--- src/inc/cdf_pkg.sv ---
// Purpose: shared constants and types of the configuration download framer
// Assumes: byte stream comes from a uart on the same clock
// Notes:   crc bytes travel most significant byte first
//==============================================================
// package
package cdf_pkg;
	localparam logic [7:0]  END_CODE            = 8'hFF;
	localparam logic [7:0]  FRAME_ESCAPE_CODE   = 8'hFE;
	localparam logic [7:0]  ESCAPED_END_SUB     = 8'hFC;
	localparam logic [7:0]  ESCAPED_ESCAPE_SUB  = 8'hFD;
	localparam int          MAX_PACKET_BYTES    = 64;
	localparam logic [6:0]  MIN_FRAME_BYTES     = 7'h04;
	localparam logic [6:0]  FIRST_DATA_INDEX    = 7'h02;
	localparam logic [15:0] CRC_INIT            = 16'hFFFF;
	localparam logic [15:0] CRC_POLY            = 16'h1021;
	localparam logic [15:0] CRC_RESIDUE         = 16'h0000;
	localparam logic [7:0]  RESP_LENGTH         = 8'h06;
	localparam logic [7:0]  STATUS_OK           = 8'h00;
	localparam logic [2:0]  RESP_LAST_INDEX     = 3'h6;
	localparam logic [2:0]  RESP_CRC_INDEX      = 3'h5;

	typedef struct packed {
		logic       valid;
		logic [7:0] data;
	} cdf_byte_t;

	typedef struct packed {
		logic        valid;
		logic        otp;
		logic [15:0] addr;
		logic [7:0]  data;
	} cdf_cfg_write_t;

	typedef enum logic [2:0] {
		ST_RX    = 3'b001,
		ST_APPLY = 3'b010,
		ST_TX    = 3'b100
	} cdf_state_t;

	typedef enum logic [4:0] {
		TX_IDLE  = 5'b00001,
		TX_OPEN  = 5'b00010,
		TX_DATA  = 5'b00100,
		TX_SUB   = 5'b01000,
		TX_CLOSE = 5'b10000
	} cdf_tx_t;
endpackage

--- src/verilog/cdf_framer.sv ---
// Purpose: device end of the configuration download link
// Assumes: uart bytes arrive on the clock domain; host keeps one command open
// Notes:   bad frames get no answer so the host retries
// Contract
// - each good command gets one response
// - packets up to 64 bytes buffered
// - length byte delimits packet contents
// - command: length, sequence, data, checksum
// - response: length, sequence, status, echo, checksum
// - crc-16-ccitt on every frame, checked
// - slip framing around every frame
// - codes end FF, escape FE, FC, FD
// - temporary to ram, permanent also otp
// - no flow control, keep up with bytes (reply bytes still wait on tx_ready)
`timescale 1ns/1ps
`default_nettype none
module cdf_framer
	import cdf_pkg::*;
#(
	parameter int BUF_DEPTH = MAX_PACKET_BYTES
) (
	input  wire logic           clock,
	input  wire logic           sys_rst,
	input  wire cdf_byte_t      rx_in,
	input  wire logic           permanent_mode,
	input  wire logic           tx_ready,
	output cdf_byte_t           tx_out,
	output cdf_cfg_write_t      cfg_out,
	output logic                frame_dropped,
	output logic                busy
);
	function automatic logic [7:0] escape_sub(input logic [7:0] b);
		escape_sub = (b == END_CODE) ? ESCAPED_END_SUB : ESCAPED_ESCAPE_SUB;
	endfunction

	cdf_state_t     state_reg, state_next;
	cdf_tx_t        tx_st_reg, tx_st_next;
	logic [7:0]     buf_reg [BUF_DEPTH];
	logic [6:0]     cnt_reg;
	logic           esc_reg, bad_reg, have_last_reg;
	logic [15:0]    rx_crc_reg, tx_crc_reg, cmd_crc_reg, addr_reg;
	logic [7:0]     last_seq_reg;
	logic [6:0]     ap_idx_reg, ap_end_reg;
	logic [2:0]     ridx_reg;
	cdf_byte_t      tx_reg, tx_next;
	cdf_cfg_write_t cfg_reg;
	logic           drop_reg, busy_reg;
	logic [15:0]    rx_crc_next, tx_crc_next;

	//==============================================================
	// receive decode
	wire        take       = (state_reg == ST_RX) & rx_in.valid;
	wire        is_end     = rx_in.data == END_CODE;
	wire        is_esc     = rx_in.data == FRAME_ESCAPE_CODE;
	wire        sub_ok     = (rx_in.data == ESCAPED_END_SUB) | (rx_in.data == ESCAPED_ESCAPE_SUB);
	wire [7:0]  unesc_byte = (rx_in.data == ESCAPED_END_SUB) ? END_CODE : FRAME_ESCAPE_CODE;
	wire [7:0]  dec_byte   = esc_reg ? unesc_byte : rx_in.data;
	wire        store      = take & ~is_end & (esc_reg | ~is_esc);
	wire        full       = cnt_reg == 7'(BUF_DEPTH);
	wire        store_bad  = store & ((esc_reg & ~sub_ok) | full);
	wire        frame_close = take & is_end & (cnt_reg != 7'h00);
	wire [7:0]  len_expect = 8'(cnt_reg - 7'h01);
	wire        len_ok     = (buf_reg[0] == len_expect) & (cnt_reg >= MIN_FRAME_BYTES);
	wire        crc_ok     = rx_crc_reg == CRC_RESIDUE;
	wire        frame_good = frame_close & ~bad_reg & ~esc_reg & len_ok & crc_ok;
	wire        dup        = have_last_reg & (buf_reg[1] == last_seq_reg);
	wire [15:0] cmd_crc    = {buf_reg[6'(cnt_reg - 7'h02)], buf_reg[6'(cnt_reg - 7'h01)]};

	cdf_crc16 u_rx_crc (
		.crc_in  (rx_crc_reg),
		.data_in (dec_byte),
		.crc_out (rx_crc_next)
	);

	//==============================================================
	// response byte select
	wire        slot      = ~tx_reg.valid | tx_ready;
	wire [7:0]  resp_byte = (ridx_reg == 3'h0) ? RESP_LENGTH :
	                        (ridx_reg == 3'h1) ? last_seq_reg :
	                        (ridx_reg == 3'h2) ? STATUS_OK :
	                        (ridx_reg == 3'h3) ? cmd_crc_reg[15:8] :
	                        (ridx_reg == 3'h4) ? cmd_crc_reg[7:0] :
	                        (ridx_reg == RESP_CRC_INDEX) ? tx_crc_reg[15:8] :
	                        tx_crc_reg[7:0];
	wire        resp_ctrl = (resp_byte == END_CODE) | (resp_byte == FRAME_ESCAPE_CODE);
	wire        advance   = slot & (((tx_st_reg == TX_DATA) & ~resp_ctrl) | (tx_st_reg == TX_SUB));
	wire        apply_wr  = (state_reg == ST_APPLY) & (ap_idx_reg != ap_end_reg);

	cdf_crc16 u_tx_crc (
		.crc_in  (tx_crc_reg),
		.data_in (resp_byte),
		.crc_out (tx_crc_next)
	);

	//==============================================================
	// main sequence
	always_comb begin
		state_next = state_reg;
		case (state_reg)
			ST_RX: begin
				if (frame_good) begin
					state_next = dup ? ST_TX : ST_APPLY;
				end
			end
			ST_APPLY: begin
				if (!apply_wr) begin
					state_next = ST_TX;
				end
			end
			ST_TX: begin
				if (tx_st_reg == TX_CLOSE && slot) begin
					state_next = ST_RX;
				end
			end
			default: state_next = ST_RX;
		endcase
	end

	//==============================================================
	// transmit sequence
	always_comb begin
		tx_st_next = tx_st_reg;
		tx_next    = tx_reg;
		if (slot) begin
			tx_next.valid = 1'b0;
		end
		case (tx_st_reg)
			TX_IDLE: begin
				if (state_reg == ST_TX) begin
					tx_st_next = TX_OPEN;
				end
			end
			TX_OPEN: begin
				if (slot) begin
					tx_next    = '{valid: 1'b1, data: END_CODE};
					tx_st_next = TX_DATA;
				end
			end
			TX_DATA: begin
				if (slot && resp_ctrl) begin
					tx_next    = '{valid: 1'b1, data: FRAME_ESCAPE_CODE};
					tx_st_next = TX_SUB;
				end else if (slot) begin
					tx_next    = '{valid: 1'b1, data: resp_byte};
					tx_st_next = (ridx_reg == RESP_LAST_INDEX) ? TX_CLOSE : TX_DATA;
				end
			end
			TX_SUB: begin
				if (slot) begin
					tx_next    = '{valid: 1'b1, data: escape_sub(resp_byte)};
					tx_st_next = (ridx_reg == RESP_LAST_INDEX) ? TX_CLOSE : TX_DATA;
				end
			end
			TX_CLOSE: begin
				if (slot) begin
					tx_next    = '{valid: 1'b1, data: END_CODE};
					tx_st_next = TX_IDLE;
				end
			end
			default: tx_st_next = TX_IDLE;
		endcase
	end

	//==============================================================
	// registers
	always_ff @(posedge clock or posedge sys_rst) begin
		if (sys_rst) begin
			state_reg <= ST_RX;
			tx_st_reg <= TX_IDLE;
			tx_reg    <= '0;
			drop_reg  <= 1'b0;
			busy_reg  <= 1'b0;
		end else begin
			state_reg <= state_next;
			tx_st_reg <= tx_st_next;
			tx_reg    <= tx_next;
			drop_reg  <= frame_close & ~frame_good;
			busy_reg  <= state_next != ST_RX;
		end
	end

	always_ff @(posedge clock or posedge sys_rst) begin
		if (sys_rst) begin
			cnt_reg    <= 7'h00;
			esc_reg    <= 1'b0;
			bad_reg    <= 1'b0;
			rx_crc_reg <= CRC_INIT;
		end else if (take && is_end) begin
			cnt_reg    <= 7'h00;
			esc_reg    <= 1'b0;
			bad_reg    <= 1'b0;
			rx_crc_reg <= CRC_INIT;
		end else if (take) begin
			esc_reg <= is_esc & ~esc_reg;
			if (store_bad) begin
				bad_reg <= 1'b1;
			end
			if (store && !full) begin
				cnt_reg    <= cnt_reg + 7'h01;
				rx_crc_reg <= rx_crc_next;
			end
		end
	end

	always_ff @(posedge clock) begin
		if (store && !full) begin
			buf_reg[6'(cnt_reg)] <= dec_byte;
		end
	end

	always_ff @(posedge clock or posedge sys_rst) begin
		if (sys_rst) begin
			have_last_reg <= 1'b0;
			last_seq_reg  <= 8'h00;
			cmd_crc_reg   <= 16'h0000;
			ap_idx_reg    <= FIRST_DATA_INDEX;
			ap_end_reg    <= FIRST_DATA_INDEX;
		end else if (frame_good && !dup) begin
			have_last_reg <= 1'b1;
			last_seq_reg  <= buf_reg[1];
			cmd_crc_reg   <= cmd_crc;
			ap_idx_reg    <= FIRST_DATA_INDEX;
			ap_end_reg    <= cnt_reg - 7'h02;
		end else if (apply_wr) begin
			ap_idx_reg <= ap_idx_reg + 7'h01;
		end
	end

	always_ff @(posedge clock or posedge sys_rst) begin
		if (sys_rst) begin
			cfg_reg  <= '0;
			addr_reg <= 16'h0000;
		end else begin
			cfg_reg.valid <= apply_wr;
			cfg_reg.otp   <= apply_wr & permanent_mode;
			cfg_reg.addr  <= addr_reg;
			cfg_reg.data  <= buf_reg[6'(ap_idx_reg)];
			if (apply_wr) begin
				addr_reg <= addr_reg + 16'h0001;
			end
		end
	end

	always_ff @(posedge clock or posedge sys_rst) begin
		if (sys_rst) begin
			ridx_reg   <= 3'h0;
			tx_crc_reg <= CRC_INIT;
		end else if (tx_st_reg == TX_IDLE) begin
			ridx_reg   <= 3'h0;
			tx_crc_reg <= CRC_INIT;
		end else if (advance) begin
			ridx_reg <= ridx_reg + 3'h1;
			if (ridx_reg < RESP_CRC_INDEX) begin
				tx_crc_reg <= tx_crc_next;
			end
		end
	end

	assign tx_out        = tx_reg;
	assign cfg_out       = cfg_reg;
	assign frame_dropped = drop_reg;
	assign busy          = busy_reg;
endmodule // cdf_framer
`default_nettype wire

--- src/verilog/cdf_crc16.sv ---
// Purpose: one byte step of crc-16-ccitt, msb first
// Assumes: caller holds the running value
// Notes:   purely combinational
`timescale 1ns/1ps
`default_nettype none
module cdf_crc16
	import cdf_pkg::*;
(
	input  wire logic [15:0] crc_in,
	input  wire logic [7:0]  data_in,
	output logic      [15:0] crc_out
);
	//==============================================================
	// bitwise shift register
	always_comb begin
		logic [15:0] c;
		c = crc_in ^ {data_in, 8'h00};
		for (int i = 0; i < 8; i++) begin
			c = c[15] ? ((c << 1) ^ CRC_POLY) : (c << 1);
		end
		crc_out = c;
	end
endmodule // cdf_crc16
`default_nettype wire

--- config.mk ---
export PLATFORM = sky130hd
export DESIGN_NAME = cdf_framer
export DESIGN_NICKNAME = d
export VERILOG_FILES = /design/src/inc/cdf_pkg.sv /design/src/verilog/cdf_framer.sv /design/src/verilog/cdf_crc16.sv
export SDC_FILE = /design/constraint.sdc
export NUM_CORES = 1
export LEC_CHECK = 0
export BUFFER_PORTS_ARGS = -buffer_cell sky130_fd_sc_hd__buf_2
export CAP_MARGIN = 15
export CORE_AREA = 3 3 380 382
export DETAILED_ROUTE_END_ITERATION = 12
export DIE_AREA = 0 0 383 385
export GPL_TIMING_DRIVEN = 0
export PLACE_DENSITY = 0.36
export SYNTH_ARGS = -nofsm -noshare
export SYNTH_HDL_FRONTEND = slang
export SYNTH_SLANG_ARGS = --single-unit
--- constraint.sdc ---
create_clock -name clock -period 5 [get_ports clock]
set_input_delay 0.5 -clock clock [delete_from_list [all_inputs] [get_ports clock]]
set_output_delay 0.5 -clock clock [all_outputs]
set_load 0.01 [all_outputs]
==> results of run 1 <==
worst reg2reg max path: cells and delay by family (launching register included):
family,cells,cell delay (ps)
buffers and inverters,6,2610
adders and majority gates,1,350
DFF,1,430
muxes,3,1510
through the flow:
stage / instances / util (%)
detailed placement: 3937 / 27.03
floorplan: 1982 / -
global placement: 3921 / 26.79
global route: 4095 / 29.46
CTS: 4090 / 29.39
finish: 4097 / 29.46
cell type report:
type                            instances  area share [%]
Timing Repair Buffer                   72           1.502
Clock inverter                         42           1.426
Multi-Input combinational cell       1156           38.27
Inverter                               16          0.1562
Clock buffer                          109           5.436
Antenna cell                            2         0.01201
Sequential cell                       656           45.66
Tap cell                             1890           5.676
Buffer                                154           1.868
placed cells by master (no fill, tap or decap), types with 12 or more instances in the layout:
cell type and instances:
edfxtp_1 512, mux4_2 496, dfrtp_1 108, clkbuf_1 87, nor2_1 85, clkbuf_16 83, buf_2 80, xor2_1 54
nand2_1 49, xnor2_1 45, a21oi_1 36, dfstp_2 36, nor2_4 33, nor2_2 32, o21ai_0 25, mux2_2 21
mux2i_1 19, nor3_1 17, a22oi_1 16, inv_1 15, buf_4 15, nor2b_1 14, ha_1 14, bufinv_16 13
clkinv_2 13, clkbuf_4 12
routing by layer:
metal	global-route usage [%]	part of all wire (%)
met3	4.372	7.3
met1	24.58	41
met2	29.39	47
met5	0.09921	0
met4	8.507	4.7
worst paths after layout:
kind,from,endpoint,slack [ps],cells past startpoint
max in group asynchronous,sys_rst,cfg_out[17]$_DFF_PP0_,3620,4
min in group asynchronous,sys_rst,busy$_DFF_PP0_,450,3
hold reg to reg,addr_reg[15]$_DFFE_PP0P_,cfg_out[23]$_DFF_PP0_,390,0
setup / recovery,cnt_reg[1]$_DFFE_PP0P_,cmd_crc_reg[11]$_DFFE_PP0N_,-0.5,10
setup reg to reg,cnt_reg[1]$_DFFE_PP0P_,cmd_crc_reg[11]$_DFFE_PP0N_,-0.5,10
hold / removal,rx_in[0],esc_reg$_DFFE_PP0P_,180,3
repair_timing:
| item | 4_1_cts | 5_1_grt |
|---|---|---|
| hold endpoints to repair | 28 | 0 |
| setup endpoints to repair | 559 | 136 |
| gates resized for setup | 141 | 14 |
| hold buffers | 2 | 0 |
report_power, final:
part	switching (mW)	internal [mW]	total (mW)
Combinational	5.59	3.16	8.75
Clock	2.49	3.87	6.36
Sequential	0.150	6.16	6.31
cell families (layout without fill, tap and decap cells):
family | Yosys count | count (layout) | synth area share [%]
mux | 544 | 544 | 33.13
buf+inv | 170 | 393 | 2.142
other cells | 0 | 2 | 0
xor+xnor | 104 | 104 | 2.624
compound gates | 150 | 150 | 2.915
flops | 656 | 656 | 53.92
fa+ha+maj | 15 | 15 | 0.5320
simple gates | 343 | 343 | 4.735
==> metrics, run 1 <==
status=complete, but fails checks; failing checks=setup timing; multi-input logic area=0.01594 sq mm; Synth Instances=~2000; number of enable-type register cells in the synthesized netlist=roughly 510; Area Overhead vs Synth=18.10%; core outline area=roughly 0.14 sq mm; # IOs=50; via count=about 22000; worst path cell trace=clkbuf_2 > clkbuf_2 > clkbuf_4 > inv_1 > ha_1 > buf_1 > clkbuf_1 > mux4_2 > mux4_2 > mux2_2; Power Density=514.2 mW/mm^2; GPL Wtd Cong=between 0.8 and 0.9; largest net degree at the start of global routing=90; Total Wirelength=approximately 140000 um; Slew @ Worst Pin=around 1200 ps; layout cell share with drive strength beyond 1=around two fifths; Synth async-reset ratio=21.95%; Synth area leader=edfxtp_1; row cnt=between 100 and 150; delay-heaviest family, CP=buffers and inverters; nets=approximately 2200; worst relative slew slack=~17%; CP required=between 5000 and 6000 ps; Min Clock Period, post-route=5000 ps; wire length per cell=33.62 um; mean area per synthesized cell=between 15 and 20 sq um; Die Width=383 um; slowest cell delay on critical path=just under 900 ps; hold slack=approximately 180 ps; H-tree depth=3; crit start category=register; Final WS setup=-0.4814 ps; Post-DP Area=~0.038 sq mm; Final Hold Viols=0; CP Capture Type=register; highest-delay cell along the critical path=clkbuf_1; Yosys top cell area share=between 40% and 50%; Yosys Warn Count=0; final HPWL from detailed placement=around 100000 um; initial antenna violation count=12; Main synth FF type=edfxtp_1; Critical Path AT=about 5600 ps; Tot Pwr=between 20 and 25 mW; total die area=around 0.15 sq mm; DRT Pass-1 Iters=7; root buf cell=clkbuf_16; Min-Delay Path Class=primary input to register; Post-Syn Nets=2010; Via density=5.344; most frequent cell after synthesis=edfxtp_1; Setup TNS Final=-0.4814 ps; period utilization=100.0%; kind of critical path=register to register; max-slew violations=0; f_max=around 0.20 GHz; Final setup viols=1; main area contributors after synthesis=edfxtp_1 44%, mux4_2 32%, dfrtp_1 7.7%, dfstp_2 2.7%, nor2_1 1.6%; CP max FO=10; CTS tree=yes; fillers=13860; Synth Register Bits=around 660; CTS max path bufs=3; register area share after synthesis=a little over half; grt ovf=0; post-CTS setup buffer count=0; Worst-Skew Late Latency=690 ps; Starting DRT DRC Count=between 2000 and 2500; clk slew on worst S/H paths=approximately 60 ps; Port Buffers=49; initial core utilization=24.95%; worst path bufs/invs=6; max FFs per register=~510; final instance area=~0.042 sq mm; Post-synth top cells=512 x edfxtp_1, 496 x mux4_2, 149 x nor2_1; Post-Syn Area=between 0.03 and 0.04 sq mm; DR DRC count=0; die height=385 um; RSZ-0062 raised after global routing=false; total track usage=a little under a fifth; Setup Skew=around 32 ps; vias in the first global route=about 22000; leakage=13.63 nW; VDD IR-drop max=between 300 and 400 uV; CTS Sinks=656; global-route wire length before repair=around 190000 um; Final ANT Viol Nets=0; synth unique cells=69; total CTS buffers=just over 80; max_cap viols=0; area occupied by registers=around 0.019 sq mm; post-place setup slack=-1844 ps
Note: power is estimated with default switching activity, not from simulation.
==> run 2: changes to the inputs <==
--- a/config.mk
+++ b/config.mk
@@ -15,3 +15,4 @@
 export SYNTH_ARGS = -nofsm -noshare
 export SYNTH_HDL_FRONTEND = slang
 export SYNTH_SLANG_ARGS = --single-unit
+export TNS_END_PERCENT = 30
==> run 2 against run 1 <==
Sequential power hardly changed. The flow now finishes without violations. Critical endpoint unchanged. Sequential share of layout area hardly changed. Hold slack hardly changed. Cell area hardly changed. Critical path type unchanged. Highest routed layer unchanged. Fmax is 0.34% higher. First-iteration DRC count is 0.61% lower.
==> metrics, run 2 (synthesis gave the netlist of run 1 again) <==
commonest non-fill, non-tap cells in the layout=512 x edfxtp_1, 496 x mux4_2, 108 x dfrtp_1; Final Hold Viols=0; CTS tree=yes; clk slew on worst S/H paths=60 ps; max-slew violations=0; initial antenna violation count=12; f_max=0.2007 GHz; leakage=13.64 nW; Min Clock Period, post-route=roughly 5000 ps; Area Overhead vs Synth=18.09%; VDD IR-drop max=roughly 320 uV; Total Wirelength=roughly 140000 um; Slew @ Worst Pin=1253 ps; Port Buffers=around 50; CTS max path bufs=3; Critical Path AT=between 5000 and 6000 ps; largest net degree at the start of global routing=90; via count=between 20000 and 25000; final instance area=between 0.04 and 0.05 sq mm; layout cell share with drive strength beyond 1=41.72%; CP required=5560 ps; Setup Skew=32.44 ps; Starting DRT DRC Count=2133; GPL Wtd Cong=approximately 0.88; DRT Pass-1 Iters=5; CTS Sinks=656; kind of critical path=register to register; Die Width=383 um; total CTS buffers=between 80 and 90; row cnt=138; Tot Pwr=21.40 mW; global-route wire length before repair=between 150000 and 200000 um; crit start category=register; RSZ-0062 raised after global routing=true; root buf cell=clkbuf_16; DR DRC count=0; vias in the first global route=~22000; commonest non-fill, non-tap cell in the layout=edfxtp_1; die height=a little under 400 um; total track usage=a little under a fifth; wire length per cell=about 34 um; CP max FO=10; Worst-Skew Late Latency=just under 700 ps; Final ANT Viol Nets=0; grt ovf=0; hold slack=183.4 ps; Via density=approximately 5.3; final HPWL from detailed placement=104600 um; Min-Delay Path Class=primary input to register; nets=2166; core outline area=approximately 0.14 sq mm; max_cap viols=0; # IOs=50; Power Density=just over 500 mW/mm^2; Final setup viols=0; worst relative slew slack=between 15 and 20%; H-tree depth=3; period utilization=about 100%; status=finished, final reports clean; initial core utilization=roughly a quarter; Post-DP Area=0.03823 sq mm; max FFs per register=512; CP Capture Type=register; total die area=around 0.15 sq mm
## run 2: routing by layer
layer | part of all wire [%] | GRT usage (%) | up-vias
met1 | 41 | 24.58 | 11980
met5 | 0 | 0.09921 | -
met3 | 7.4 | 4.372 | 218
met4 | 4.8 | 8.507 | 0
li1 | - | - | 8677
met2 | 47 | 29.39 | 1028
## run 2: worst paths after layout
kind                                           from                           to  slack [ps]  cells after the start
setup / recovery             cnt_reg[1]$_DFFE_PP0P_  cmd_crc_reg[11]$_DFFE_PP0N_          20                     10
min in group asynchronous                   sys_rst               busy$_DFF_PP0_         450                      3
hold / removal                             rx_in[0]          esc_reg$_DFFE_PP0P_         180                      3
max in group asynchronous                   sys_rst        cfg_out[17]$_DFF_PP0_        3620                      4
setup reg to reg             cnt_reg[1]$_DFFE_PP0P_  cmd_crc_reg[11]$_DFFE_PP0N_          20                     10
hold reg to reg            addr_reg[15]$_DFFE_PP0P_        cfg_out[23]$_DFF_PP0_         390                      0
## run 2: final cells by class
cell class,instances,area [sq um]
Multi-Input combinational cell,1156,15940
Timing Repair Buffer,72,625.6
Antenna cell,2,5.005
Sequential cell,656,19020
Tap cell,1890,2365
Clock inverter,42,594.3
Buffer,154,778.2
Clock buffer,109,2265
Fill cell,13860,99750
Inverter,16,65.06
## run 2: report_power, final
| part | switching [mW] | internal (mW) |
|---|---|---|
| combinational | 5.58 | 3.16 |
| clock | 2.49 | 3.87 |
| sequential | 0.149 | 6.16 |
## run 2: worst max-delay path, cell delays in order, from the launching register on
cell and delay (ps):
dfrtp_1 430, clkbuf_2 270, clkbuf_2 370, clkbuf_4 380, inv_1 220, ha_1 340
buf_1 470, clkbuf_1 880, mux4_2 540, mux4_2 630, mux2_2 310
## run 2: what timing repair did
| action | 4_1_cts | 5_1_grt |
|---|---|---|
| buffers inserted | 0 | 0 |
| hold buffers | 2 | 0 |
| endpoints found under the hold margin | 28 | 0 |
| endpoints found under the setup margin | 559 | 136 |
| resized for setup | 139 | 15 |
## run 2: per-stage QoR
| stage | utilization, % | instances | setup slack, ps | TNS [ps] |
|---|---|---|---|---|
| after global routing | 29.46 | 4095 | -0.3602 | -0.3602 |
| final | 29.46 | 4097 | 16.63 | 0 |
| after detailed placement | 27.03 | 3937 | -1844 | -629480 |
| after floorplan | - | 1982 | 693.3 | 0 |
| after global placement | 26.79 | 3921 | -3137 | -971410 |
| after CTS | 29.38 | 4090 | -86.46 | -3451 |
